===== config.mk =====
export PLATFORM = sky130hd
export DESIGN_NAME = dtst_debug_seq
export DESIGN_NICKNAME = d
export VERILOG_FILES = /design/src/hdl/dtst_pkg.sv /design/src/hdl/dtst_debug_seq.sv
export SDC_FILE = /design/constraint.sdc
export NUM_CORES = 2
export LEC_CHECK = 0
export ABC_CLOCK_PERIOD_IN_PS = 18500
export BUFFER_PORTS_ARGS = -buffer_cell sky130_fd_sc_hd__buf_2
export CORE_MARGIN = 2
export CORE_UTILIZATION = 45
export DETAILED_ROUTE_END_ITERATION = 10
export PLACE_DENSITY = 0.64
export SYNTH_ARGS = -nofsm -noshare
export SYNTH_HDL_FRONTEND = slang
export SYNTH_SLANG_ARGS = --single-unit

===== constraint.sdc =====
create_clock -name sys_clk -period 18.5 [get_ports sys_clk]
set_clock_uncertainty 0.05 [all_clocks]
set_input_delay 1.85 -clock sys_clk [delete_from_list [all_inputs] [get_ports sys_clk]]
set_output_delay 1.85 -clock sys_clk [all_outputs]
set_load 0.01 [all_outputs]

===== src/hdl/dtst_pkg.sv =====
package dtst_pkg;

    // ========================================================
    // Register byte offsets on the bus.
    localparam logic [7:0] OFS_CTRL   = 8'h00;
    localparam logic [7:0] OFS_STATUS = 8'h04;
    localparam logic [7:0] OFS_SC1    = 8'h08;
    localparam logic [7:0] OFS_SC2    = 8'h0c;
    localparam logic [7:0] OFS_SC3    = 8'h10;
    localparam logic [7:0] OFS_BRKEN  = 8'h14;
    localparam logic [7:0] OFS_COUNT  = 8'h18;
    localparam logic [7:0] OFS_WINH   = 8'h1c;
    localparam logic [7:0] OFS_WINL   = 8'h20;
    localparam logic [7:0] OFS_ALIAS  = 8'h24;

    // ========================================================
    // Field positions of debug_control_one and its alias.
    localparam int CTRL_ARM_BIT    = 0;
    localparam int CTRL_SOFTWARE_IMMEDIATE_TRIGGER_BIT   = 1;
    localparam int CTRL_ALIGN_LSB  = 2;
    localparam int CTRL_TSRC_BIT   = 4;
    localparam int CTRL_RANGE_BIT  = 5;
    localparam int CTRL_TRGBRK_BIT = 6;

    // ========================================================
    // Alignment codes, next-state codes and state flag values.
    localparam logic [1:0] ALIGN_END   = 2'h0;
    localparam logic [1:0] ALIGN_MID   = 2'h1;
    localparam logic [1:0] ALIGN_BEGIN = 2'h2;
    localparam logic [2:0] NXT_STAY    = 3'h0;
    localparam logic [2:0] NXT_ONE     = 3'h1;
    localparam logic [2:0] NXT_TWO     = 3'h2;
    localparam logic [2:0] NXT_THREE   = 3'h3;
    localparam logic [2:0] NXT_FINAL   = 3'h4;
    localparam logic [2:0] SSF_IDLE    = 3'h0;
    localparam logic [2:0] SSF_ONE     = 3'h1;
    localparam logic [2:0] SSF_TWO     = 3'h2;
    localparam logic [2:0] SSF_THREE   = 3'h3;
    localparam logic [2:0] SSF_FINAL   = 3'h4;

    // ========================================================
    // Reset values and trace counts.
    localparam logic [11:0] SC_RST      = 12'h000;
    localparam logic [3:0]  BRKEN_RST   = 4'h0;
    localparam logic [1:0]  ALIGN_RST   = 2'h0;
    localparam logic [6:0]  MID_LINES   = 7'h20;
    localparam logic [6:0]  BEGIN_LINES = 7'h40;
    localparam logic [6:0]  COUNT_MAX   = 7'h7f;

    typedef enum logic [2:0] {SQ_IDLE, SQ_ONE, SQ_TWO, SQ_THREE, SQ_FINAL} dtst_state_t;

    // Latched AHB address phase.
    typedef struct packed {
        logic       sel;
        logic       write;
        logic [7:0] addr;
    } dtst_cmd_t;

    // Per-channel hits from the core.
    typedef struct packed {
        logic [3:0] forceHit;
        logic [3:0] tagHit;
    } dtst_hit_t;

    // One trace entry offered by the core.
    typedef struct packed {
        logic        valid;
        logic        isCof;
        logic [63:0] data;
    } dtst_trace_t;

endpackage


===== src/hdl/dtst_debug_seq.sv =====
// Local design decisions: register access over AHB-Lite and the placing of the registers.
`timescale 1ns/1ps
`default_nettype none

module dtst_debug_seq
(
    // Clock and reset.
    input  wire logic                 sys_clk,
    input  wire logic                 rstn,
    // AHB-Lite slave.
    input  wire logic                 hsel,
    input  wire logic [31:0]          haddr,
    input  wire logic [1:0]           htrans,
    input  wire logic                 hwrite,
    input  wire logic [2:0]           hsize,
    input  wire logic [31:0]          hwdata,
    input  wire logic                 hready,
    output logic                      hreadyout,
    output logic [31:0]               hrdata,
    output logic                      hresp,
    // Core side.
    input  wire dtst_pkg::dtst_hit_t   coreHit,
    input  wire dtst_pkg::dtst_trace_t traceIn,
    input  wire logic                 bdmActive,
    // Debug outputs.
    output logic                      bkptReq,
    output logic                      armed,
    output logic [2:0]                curStateFlags
);
    import dtst_pkg::*;

    // ========================================================
    // Bus slave
    dtst_cmd_t   cmd_q;
    dtst_state_t state_q;
    dtst_state_t state_d;
    logic        armBit_q;
    logic [1:0]  align_q;
    logic        tsrc_q;
    logic        range_q;
    logic        trigBrk_q;
    logic [11:0] sc_q [3];
    logic [3:0]  brkEn_q;
    logic [6:0]  count_q;
    logic [6:0]  postCnt_q;
    logic [5:0]  wrPtr_q;
    logic [5:0]  rdPtr_q;
    logic        halfSel_q;
    logic        endByBrk_q;
    logic        endByBrk_d;
    logic        bkptReq_q;
    logic [63:0] traceRam [64];
    logic [31:0] rdData;
    logic [2:0]  ssf;

    // The slave never waits and never errors, so reads see the latched address.
    wire logic addrTake = hsel & htrans[1] & hready;
    wire logic wrCtrl   = cmd_q.sel & cmd_q.write & (cmd_q.addr == OFS_CTRL);
    wire logic wrAlias  = cmd_q.sel & cmd_q.write & (cmd_q.addr == OFS_ALIAS);
    wire logic wrSc1    = cmd_q.sel & cmd_q.write & (cmd_q.addr == OFS_SC1);
    wire logic wrSc2    = cmd_q.sel & cmd_q.write & (cmd_q.addr == OFS_SC2);
    wire logic wrSc3    = cmd_q.sel & cmd_q.write & (cmd_q.addr == OFS_SC3);
    wire logic wrBrkEn  = cmd_q.sel & cmd_q.write & (cmd_q.addr == OFS_BRKEN);
    wire logic rdWinH   = cmd_q.sel & ~cmd_q.write & (cmd_q.addr == OFS_WINH);
    wire logic rdWinL   = cmd_q.sel & ~cmd_q.write & (cmd_q.addr == OFS_WINL);
    wire logic armSet   = wrCtrl & hwdata[CTRL_ARM_BIT];
    wire logic armClr   = wrCtrl & ~hwdata[CTRL_ARM_BIT];
    wire logic swTrig   = (wrCtrl | wrAlias) & hwdata[CTRL_SOFTWARE_IMMEDIATE_TRIGGER_BIT];

    // Latch the address phase; only the low byte of the address is decoded.
    always_ff @(posedge sys_clk or negedge rstn)
    begin
        if (!rstn)
            cmd_q <= '0;
        else if (hready)
            cmd_q <= '{sel: addrTake, write: hwrite, addr: haddr[7:0]};
    end

    // Control registers written in the data phase.
    always_ff @(posedge sys_clk or negedge rstn)
    begin
        if (!rstn)
        begin
            align_q   <= ALIGN_RST;
            tsrc_q    <= 1'b0;
            range_q   <= 1'b0;
            trigBrk_q <= 1'b0;
            brkEn_q   <= BRKEN_RST;
            sc_q      <= '{SC_RST, SC_RST, SC_RST};
        end
        else
        begin
            if (wrCtrl)
            begin
                align_q   <= hwdata[CTRL_ALIGN_LSB +: 2];
                tsrc_q    <= hwdata[CTRL_TSRC_BIT];
                range_q   <= hwdata[CTRL_RANGE_BIT];
                trigBrk_q <= hwdata[CTRL_TRGBRK_BIT];
            end
            if (wrBrkEn)
                brkEn_q <= hwdata[3:0];
            if (wrSc1)
                sc_q[0] <= hwdata[11:0];
            if (wrSc2)
                sc_q[1] <= hwdata[11:0];
            if (wrSc3)
                sc_q[2] <= hwdata[11:0];
        end
    end

    // ========================================================
    // Trigger resolution
    wire logic [3:0] chHit = coreHit.forceHit | coreHit.tagHit;
    // Range mode drops comparator C's hit while channel 0 also hits; a hit of C alone still counts.
    wire logic [3:0] chEff = chHit & ~{1'b0, range_q & chHit[0], 2'b00};
    wire logic stepState   = (state_q == SQ_ONE) | (state_q == SQ_TWO) | (state_q == SQ_THREE);
    wire logic [11:0] scCur = (state_q == SQ_ONE) ? sc_q[0] :
                              (state_q == SQ_TWO) ? sc_q[1] :
                              (state_q == SQ_THREE) ? sc_q[2] : 12'h000;
    logic [3:0] chValid;
    logic [3:0] chToFinal;
    logic [2:0] chCode [4];

    // Each channel looks up its next state in the current state's control.
    for (genvar i = 0; i < 4; i++)
    begin : g_chan
        assign chCode[i]    = scCur[3*i +: 3];
        assign chValid[i]   = stepState & chEff[i] & (chCode[i] != NXT_STAY);
        assign chToFinal[i] = chValid[i] & (chCode[i] == NXT_FINAL);
    end

    wire logic anyFinal = |chToFinal;
    wire logic winValid = |chValid;
    wire logic [3:0] candidates = anyFinal ? chToFinal : chValid;
    // A lower channel number wins among equal candidates.
    wire logic [1:0] winIdx = candidates[0] ? 2'd0 :
                              candidates[1] ? 2'd1 :
                              candidates[2] ? 2'd2 : 2'd3;
    wire logic [2:0] winCode = chCode[winIdx];
    wire logic traceOn       = tsrc_q;
    wire logic [6:0] target  = (align_q == ALIGN_MID) ? MID_LINES : BEGIN_LINES;
    // Final ends at once unless a mid or begin trace still needs lines and no breakpoint-enabled channel ended the session.
    wire logic sessionDone   = endByBrk_q | ~traceOn | (align_q == ALIGN_END) | (postCnt_q >= target);
    wire logic swToFinal     = traceOn & (align_q != ALIGN_END);

    // ========================================================
    // State sequencer
    always_comb
    begin
        state_d    = state_q;
        endByBrk_d = endByBrk_q;
        case (state_q)
            SQ_IDLE:
            begin
                endByBrk_d = 1'b0;
                if (armSet)
                    state_d = SQ_ONE;
            end
            SQ_ONE, SQ_TWO, SQ_THREE:
            begin
                if (swTrig)
                    state_d = swToFinal ? SQ_FINAL : SQ_IDLE;
                else if (armClr)
                    state_d = SQ_IDLE;
                else if (winValid)
                begin
                    case (winCode)
                        NXT_ONE:   state_d = SQ_ONE;
                        NXT_TWO:   state_d = SQ_TWO;
                        NXT_THREE: state_d = SQ_THREE;
                        default:   state_d = SQ_FINAL;
                    endcase
                    if (anyFinal & brkEn_q[winIdx])
                        endByBrk_d = 1'b1;
                end
            end
            SQ_FINAL:
            begin
                // Final leaves only to state 0; arm writes here are overridden.
                if (sessionDone)
                    state_d = SQ_IDLE;
            end
            default:
                state_d = SQ_IDLE;
        endcase
    end

    // The arm bit simply mirrors the sequencer, so a hardware disarm always wins over an arm write.
    always_ff @(posedge sys_clk or negedge rstn)
    begin
        if (!rstn)
        begin
            state_q    <= SQ_IDLE;
            endByBrk_q <= 1'b0;
            armBit_q   <= 1'b0;
        end
        else
        begin
            state_q    <= state_d;
            endByBrk_q <= endByBrk_d;
            armBit_q   <= (state_d != SQ_IDLE);
        end
    end

    // Current state flags follow the state at every transition.
    always_comb
    begin
        case (state_q)
            SQ_ONE:   ssf = SSF_ONE;
            SQ_TWO:   ssf = SSF_TWO;
            SQ_THREE: ssf = SSF_THREE;
            SQ_FINAL: ssf = SSF_FINAL;
            default:  ssf = SSF_IDLE;
        endcase
    end

    // ========================================================
    // Breakpoint requests
    wire logic brkChan  = armBit_q & |(chEff & brkEn_q);
    wire logic brkSw    = stepState & swTrig & ~swToFinal & trigBrk_q;
    // Tracing sessions hold the breakpoint back until the last line.
    wire logic brkFinal = (state_q == SQ_FINAL) & sessionDone & trigBrk_q & ~endByBrk_q;

    always_ff @(posedge sys_clk or negedge rstn)
    begin
        if (!rstn)
            bkptReq_q <= 1'b0;
        else
            bkptReq_q <= brkChan | brkSw | brkFinal;
    end

    // ========================================================
    // Trace store
    wire logic enterFinal = (state_d == SQ_FINAL) & (state_q != SQ_FINAL);
    wire logic preWindow  = stepState & (align_q != ALIGN_BEGIN);
    wire logic postWindow = (state_q == SQ_FINAL) & (align_q != ALIGN_END) & ~endByBrk_q & (postCnt_q < target);
    wire logic cofEntry   = enterFinal & (align_q == ALIGN_BEGIN) & traceIn.isCof;
    // Begin alignment stores nothing before Final except a COF entry in the cycle that enters Final.
    wire logic store      = traceIn.valid & ~bdmActive & traceOn & (preWindow | postWindow | cofEntry);

    // Pointers and counters; the count saturates so it never wraps to zero.
    always_ff @(posedge sys_clk or negedge rstn)
    begin
        if (!rstn)
        begin
            count_q   <= 7'h00;
            postCnt_q <= 7'h00;
            wrPtr_q   <= 6'h00;
        end
        else if (state_q == SQ_IDLE && armSet)
        begin
            count_q   <= 7'h00;
            postCnt_q <= 7'h00;
            wrPtr_q   <= 6'h00;
        end
        else if (store)
        begin
            wrPtr_q <= wrPtr_q + 6'h01;
            if (count_q != COUNT_MAX)
                count_q <= count_q + 7'h01;
            if (postWindow | cofEntry)
                postCnt_q <= postCnt_q + 7'h01;
        end
    end

    // The RAM has no reset; its content is only meaningful up to the count.
    always_ff @(posedge sys_clk)
    begin
        if (store)
            traceRam[wrPtr_q] <= traceIn.data;
    end

    // ========================================================
    // Trace read window
    wire logic [63:0] curLine = traceRam[rdPtr_q];
    wire logic [31:0] curHalf = halfSel_q ? curLine[31:0] : curLine[63:32];
    wire logic [5:0]  oldest  = (count_q >= BEGIN_LINES) ? wrPtr_q : (wrPtr_q - count_q[5:0]);
    wire logic        sessEnd = (state_q != SQ_IDLE) & (state_d == SQ_IDLE);

    // Four 16-bit reads make a line; the low word of the second half advances it.
    always_ff @(posedge sys_clk or negedge rstn)
    begin
        if (!rstn)
        begin
            rdPtr_q   <= 6'h00;
            halfSel_q <= 1'b0;
        end
        else if (sessEnd)
        begin
            rdPtr_q   <= oldest;
            halfSel_q <= 1'b0;
        end
        else if (rdWinL & ~armBit_q)
        begin
            halfSel_q <= ~halfSel_q;
            if (halfSel_q)
                rdPtr_q <= rdPtr_q + 6'h01;
        end
    end

    // Read mux; unmapped and write-only offsets read as zero.
    always_comb
    begin
        rdData = 32'h0000_0000;
        case (cmd_q.addr)
            OFS_CTRL:   rdData = {25'h0, trigBrk_q, range_q, tsrc_q, align_q, 1'b0, armBit_q};
            OFS_STATUS: rdData = {29'h0, ssf};
            OFS_SC1:    rdData = {20'h0, sc_q[0]};
            OFS_SC2:    rdData = {20'h0, sc_q[1]};
            OFS_SC3:    rdData = {20'h0, sc_q[2]};
            OFS_BRKEN:  rdData = {28'h0, brkEn_q};
            OFS_COUNT:  rdData = {25'h0, count_q};
            OFS_WINH:   rdData = armBit_q ? 32'h0000_0000 : {16'h0, curHalf[31:16]};
            OFS_WINL:   rdData = armBit_q ? 32'h0000_0000 : {16'h0, curHalf[15:0]};
            default:    rdData = 32'h0000_0000;
        endcase
    end

    assign hreadyout     = 1'b1;
    assign hresp         = 1'b0;
    assign hrdata        = (cmd_q.sel & ~cmd_q.write) ? rdData : 32'h0000_0000;
    assign bkptReq       = bkptReq_q;
    assign armed         = armBit_q;
    assign curStateFlags = ssf;
endmodule

`default_nettype wire


# Word level (Yosys, flattened, before mapping)
# Memory sizes are Yosys's and may differ from the RTL's.
# Index checks and enable logic that the tools add are counted.
[totals] elab_cells=207 in_bits=149 mem_bits_rw=4096 output_inout_bits=39 n_memories=1 reg_bits=88
[op_classes] n_mux=48 magnitude_cmp=5 reduce_logical=26 eq_ne=30 add_sub_neg=5 bitwise_logic=72
[memory_table] name="traceRam" depth=64 width=64 rd=1 rd_clocked_by_memory_dff=0 write_ports=1 line="dtst_debug_seq.sv:52" text="logic [63:0] traceRam [64];"
[ops] op="$pmux 16 s9" count=1
[ops] op="$mux 32" count=2
[ops] op="$mux 7" count=7
[ops] op="$and 1x1->1" count=48
[ops] op="$mux 12" count=3
[ops] op="$mux 6" count=6
[ops] op="$eq 8x5->1 const B" count=4
[ops] op="$mux 16" count=2
[ops] op="$mux 3" count=9
[ops] op="$eq 3x3->1 const B" count=6
[ops] op="$pmux 3 s3" count=2
[ops] op="$reduce_bool 3->1" count=6
[ops] op="$eq 8x4->1 const B" count=2
[ops] op="$eq 8x6->1 const B" count=2
[ops] op="$add 7x1->7 const B" count=2
[ops] op="$reduce_bool 2->1" count=7
[ops] op="$add 6x1->6 const B" count=2
[ops] op="$eq 3x2->1 const B" count=4
[ops] op="$pmux 3 s4" count=1
[ops] op="$reduce_or 4->1" count=3
[ops] op="$or 1x1->1" count=11
[ops] op="$mux 1" count=10
[ops] op="$ne 2x2->1 const B" count=5
[ops] op="$and 4x4->4" count=2
[ops] op="other kinds (27)" count=39

# Longest topological paths before layout
[depth] depth_word=30 mapped_depth=14 ltp_nobuf=11

# Worst setup path before layout
# Ideal clock, no wire load.
[synth_path] kind="input -> register" from="in coreHit[0] (netlist name)" to="mem traceRam[13][0], enable pin" slack_ps=9479 t_arrival_ps=8406 cell_stages=10 t_required_ps=17885 path_buffers=1 setup_time_ps=565 cell_sequence="o21ai_0 -> o211ai_1 -> nor4_4 -> a211oi_1 -> or3_1 -> mux2i_2 -> o2111ai_4 -> nand3_4 -> buf_2 -> nor3_1"
[synth_between] elab_chain_cells=30 elab_cells_between_ends=36 cone_classes="eq/ne: 4; mux: 14; bitwise: 16; reduce/logical: 2"
[synth_lines] item="start: declaration" line="dtst_debug_seq.sv:22" text="input wire dtst_pkg::dtst_hit_t coreHit,"
[synth_lines] item="$or 4x4->4 (*)" line="dtst_debug_seq.sv:113" text="wire logic [3:0] chHit = coreHit.forceHit | coreHit.tagHit;"
[synth_lines] item="$and 1x1->1" line="dtst_debug_seq.sv:115" text="wire logic [3:0] chEff = chHit & ~{1'b0, range_q & chHit[0], 2'b00};"
[synth_lines] item="$not 3->4" line="dtst_debug_seq.sv:115"
[synth_lines] item="$and 4x4->4 (*)" line="dtst_debug_seq.sv:115"
[synth_lines] item="$and 1x1->1 (2 in series)" line="dtst_debug_seq.sv:128" text="assign chValid[i] = stepState & chEff[i] & (chCode[i] != NXT_STAY);"
[synth_lines] item="$and 1x1->1" line="dtst_debug_seq.sv:129" text="assign chToFinal[i] = chValid[i] & (chCode[i] == NXT_FINAL);"
[synth_lines] item="$reduce_or 4->1" line="dtst_debug_seq.sv:132" text="wire logic anyFinal = |chToFinal;"
[synth_lines] item="$mux 3" line="dtst_debug_seq.sv:134" text="wire logic [3:0] candidates = anyFinal ? chToFinal : chValid;"
[synth_lines] item="[... 12 more ...]"
[synth_lines] item="$pmux 3 s3 (*)" line="dtst_debug_seq.sv:152" text="case (state_q)"
[synth_lines] item="$eq 3x3->1 (*)" line="dtst_debug_seq.sv:234" text="wire logic enterFinal = (state_d == SQ_FINAL) & (state_q != SQ_FINAL);"
[synth_lines] item="$and 1x1->1 (*)" line="dtst_debug_seq.sv:234"
[synth_lines] item="$and 1x1->1 (*) (2 in series)" line="dtst_debug_seq.sv:237" text="wire logic cofEntry = enterFinal & (align_q == ALIGN_BEGIN) & traceIn.isCof;"
[synth_lines] item="$or 1x1->1 (*)" line="dtst_debug_seq.sv:239" text="wire logic store = traceIn.valid & ~bdmActive & traceOn & (preWindow | postWindow | cofEntry);"
[synth_lines] item="$and 1x1->1 (*)" line="dtst_debug_seq.sv:239"
[synth_lines] item="$mux 1 (*)" line="dtst_debug_seq.sv:269" text="if (store)"
[synth_lines] item="$mux 1 (not written as such) (*)" line="dtst_debug_seq.sv:270" text="traceRam[wrPtr_q] <= traceIn.data;"
[synth_lines] item="end: declaration" line="dtst_debug_seq.sv:52"
# Mark *: on every way between the ends. The rest lies on a longest branch, timed or not. The select of a mux whose other input is x is not followed.

# Worst setup path after layout
[layout_path] from="reg rdPtr_q[0]" to="out hrdata[15]"
[layout_between] elab_chain_cells=5 elab_cells_between_ends=6 cone_classes="mux: 5; memory: 1"
[layout_lines] item="start: declaration" line="dtst_debug_seq.sv:47" text="logic [5:0] rdPtr_q;"
[layout_lines] item="start signal: assignment" line="dtst_debug_seq.sv:290" text="rdPtr_q <= oldest;"
[layout_lines] item="start signal: assignment" line="dtst_debug_seq.sv:297" text="rdPtr_q <= rdPtr_q + 6'h01;"
[layout_lines] item="$mem_v2 64x64 (*)"
[layout_lines] item="$mux 32 (*)" line="dtst_debug_seq.sv:276" text="wire logic [31:0] curHalf = halfSel_q ? curLine[31:0] : curLine[63:32];"
[layout_lines] item="$mux 16, on equally long branches" line="dtst_debug_seq.sv:314, dtst_debug_seq.sv:313"
[layout_lines] item="$pmux 16 s9 (*)" line="dtst_debug_seq.sv:305" text="case (cmd_q.addr)"
[layout_lines] item="$mux 32 (*)" line="dtst_debug_seq.sv:321" text="assign hrdata = (cmd_q.sel & ~cmd_q.write) ? rdData : 32'h0000_0000;"
[layout_lines] item="end: declaration" line="dtst_debug_seq.sv:19" text="output logic [31:0] hrdata,"
# Mark *: on every way between the ends. The rest lies on a longest branch, timed or not.

==> summary.md <==
| Metric | Value |
|---|---|
| Root buf cell | clkbuf_16 |
| Top_reg_cell synth | edfxtp_1 |
| Post-layout minimum cycle time | around 9.7 ns |
| Synth async-reset ratio | under 10% |
| # Post-CTS Setup Buffers | 0 |
| Yosys cell types | between 80 and 90 |
| Detailed-route DRC error count | 0 |
| Relative slew slack | about 15% |
| Post-route setup TNS | 0 ns |
| Remaining global-route overflow | 0 |
| Most common cell after layout, fill and taps aside | edfxtp_1 |
| Starting density of the core | a little under half |
| Die ar. | about 0.36 sq mm |
| RSZ-0062 raised after global routing | false |
| Largest net degree at the start of global routing | between 100 and 150 |
| Die Span Y | approximately 600 um |
| Crit path kind | register to output port |
| Htree depth | 5 |
| Clock transition at path regs | 0.06 ns |
| Cell Rows | ~220 |
| Commonest cells after routing, fill and taps aside | edfxtp_1, mux4_2, clkbuf_16, buf_4, buf_2 |
| Critical path data required time | 16.60 ns |
| Initial DRC count | between 10000 and 15000 |
| Hold buffers post-CTS | 0 |
| Synthesis Warnings | 0 |
| Hold crit path type | register to register |
| Share of layout cells above drive strength 1 | between 30% and 40% |
| # nets final | roughly 7000 |
| Inst Count DP | about 11000 |
| Post_cts resized | 0 |
| Routability cong. | approximately 0.83 |
| Wirelength, routed | between 400 and 500 mm |
| Ports | about 190 |
| Peak supply drop | between 0.09 and 0.1 mV |
| Antenna-violating nets left | 0 |
| Final setup vio count | 0 |
| Core area | about 0.36 sq mm |
| Post-route clock period utilization | between 50% and 60% |
| Synth area leaders | edfxtp_1, mux4_2, dfrtp_1 |
| Pwr/cell area | around 100 mW/mm^2 |
| Post-layout util | about half |
| Initial DRT Pass Iterations | 8 |
| Global-route usage over all layers | 23.2% |
| CTS Buf Count | slightly above 400 |
| Vias in the first global route | 75248 |
| Fin. Hold Viols | 0 |
| CP Capture Type | output port |
| Largest area contributor in the netlist | edfxtp_1 |
| Post-synth top area share | between 70% and 80% |
| Area delta synth->final | 12.5% |
| Leakage power | 58.0 nW |
| TritonCTS clock tree | yes |
| Area after DPL | 0.168 sq mm |
| Post-synth EDFFs | approximately 4100 |
| Clk buf depth | 4 |
| Fin cells | 11954 |
| Final Instance Area | around 0.18 sq mm |
| Startpoint types | register |
| Seq cells post-synth | around 4200 |
| Worst path arrival time | just under 8 ns |
| Slew @ Worst Pin | roughly 1.3 ns |
| Seq/Total Area, Yosys | between 70% and 80% |
| Initial antenna violation count | 32 |
| Outcome | finished clean |
| First-pass GRT wire length | about 590 mm |
| Cells after synthesis | 6469 |
| Die X | between 600 and 700 um |
| Hpwl dp | about 210 mm |
| Wire length per cell | 35.4 um |
| Port-buffer cells | about 120 |
| Netlist Area Pre-Place | 0.161 sq mm |
| CTS sink cnt | 4184 |
| Mean Syn Cell Area | 24.9 sq um |
| Crit path max fanout | 43 |
| Worst-skew pair later-pin latency | 0.97 ns |
| Achievable Freq | roughly 100 MHz |
| Maxcap violations | 0 |
| Via/cell ratio | between 6 and 7 |
| Max Slew Vio Count | 0 |
| Fin Hold WS | 0.448 ns |
| Via Count | 75786 |
==> path summary, 6_finish.rpt <==
check | start | endpoint | cells past startpoint | slack (ns)
min in group asynchronous | rstn | bkptReq | 1 | 0.72
worst max register to register | state_q[0] | traceRam[41][63] | 12 | 10.90
max in group asynchronous | rstn | rdPtr_q[1] | 2 | 16.42
worst min-delay path | postCnt_q[3] | postCnt_q[3] | 1 | 0.45
worst max-delay path | rdPtr_q[0] | hrdata[15] | 11 | 8.76
worst min register to register | postCnt_q[3] | postCnt_q[3] | 1 | 0.45
==> power by group <==
| group | switching (mW) | internal [mW] |
|---|---|---|
| logic | 0.288 | 0.162 |
| clock network | 3.53 | 4.60 |
| registers | 0.0179 | 10.4 |
==> flip-flops by register name, indices dropped and copies added (netlist names) <==
name        flops
traceRam     4096
sc_q           36
cmd_q          10
count_q         7
postCnt_q       7
rdPtr_q         6
wrPtr_q         6
brkEn_q         4
state_q         3
align_q         2
armed           1
bkptReq         1
endByBrk_q      1
halfSel_q       1
range_q         1
traceOn         1
trigBrk_q       1
==> stage by stage <==
step	setup WS (ns)	power, mW
3_5_place_dp	9.52	11.1
2_1_floorplan	9.48	10.8
5_1_grt	8.22	19.5
6_report	8.76	19.0
3_3_place_gp	9.48	11.1
4_1_cts	8.48	19.1
==> cells by family after synthesis <==
family          synth area share (%)
xor+xnor                      0.0815
mux                             19.4
buf+inv                         1.01
compound gates                 0.778
simple gates                   0.926
fa+ha+maj                      0.113
flops                           77.7
other cells                  0.00466
==> area by class of cell <==
type	count	area, sq um
diodes	13	32.5
clock buffers	495	10600
clock inverters	244	2380
fillers	27349	175000
inverters	23	86.3
multi-input cells	1909	34900
flip-flops and latches	4184	125000
well taps	4751	5940
repair buffers	335	2340
==> Yosys cell counts, types with 5 or more instances <==
cell type	count
buf_2	15
a21oi_1	27
xnor2_1	7
o31ai_1	6
nor3_2	30
nand2b_1	5
and2_1	9
mux4_2	1343
nand2_1	49
a31oi_1	9
buf_1	101
a22o_1	8
nor3_1	36
nand3b_1	6
a21o_1	5
buf_6	8
edfxtp_1	4096
nor2_1	40
a221oi_1	10
o21ai_0	27
dfrtp_1	88
mux2_2	59
nand4_1	10
a222oi_1	10
or3_1	7
inv_1	23
nor2b_1	7
o21a_1	6
ha_1	13
mux2i_1	32
nand3_1	19
clkbuf_1	226
buf_4	19
o22ai_1	9
a22oi_1	18
xor2_1	8
nor4_1	6
==> metal layers <==
metal / up-vias / global-route usage (%) / share of wire [%] / wire, um
li1: 29076 / - / - / -
met1: 41942 / 32.7 / 39 / 164000
met2: 4018 / 37.7 / 49 / 209000
met3: 736 / 3.48 / 8.8 / 37400
met4: 14 / 6.87 / 3.1 / 13200
met5: - / 0 / 0.020 / 85
==> critical path: stages, from the launching register on <==
cell	delay, ns
dfrtp_4	0.89
buf_4	0.75
buf_4	0.70
buf_4	0.71
buf_4	0.81
mux4_2	0.60
mux4_2	0.48
mux4_2	0.48
mux2i_1	0.46
o22ai_1	0.37
and2_1	0.31
buf_2	0.14
No activity file was read; power rests on OpenSTA's default activity.
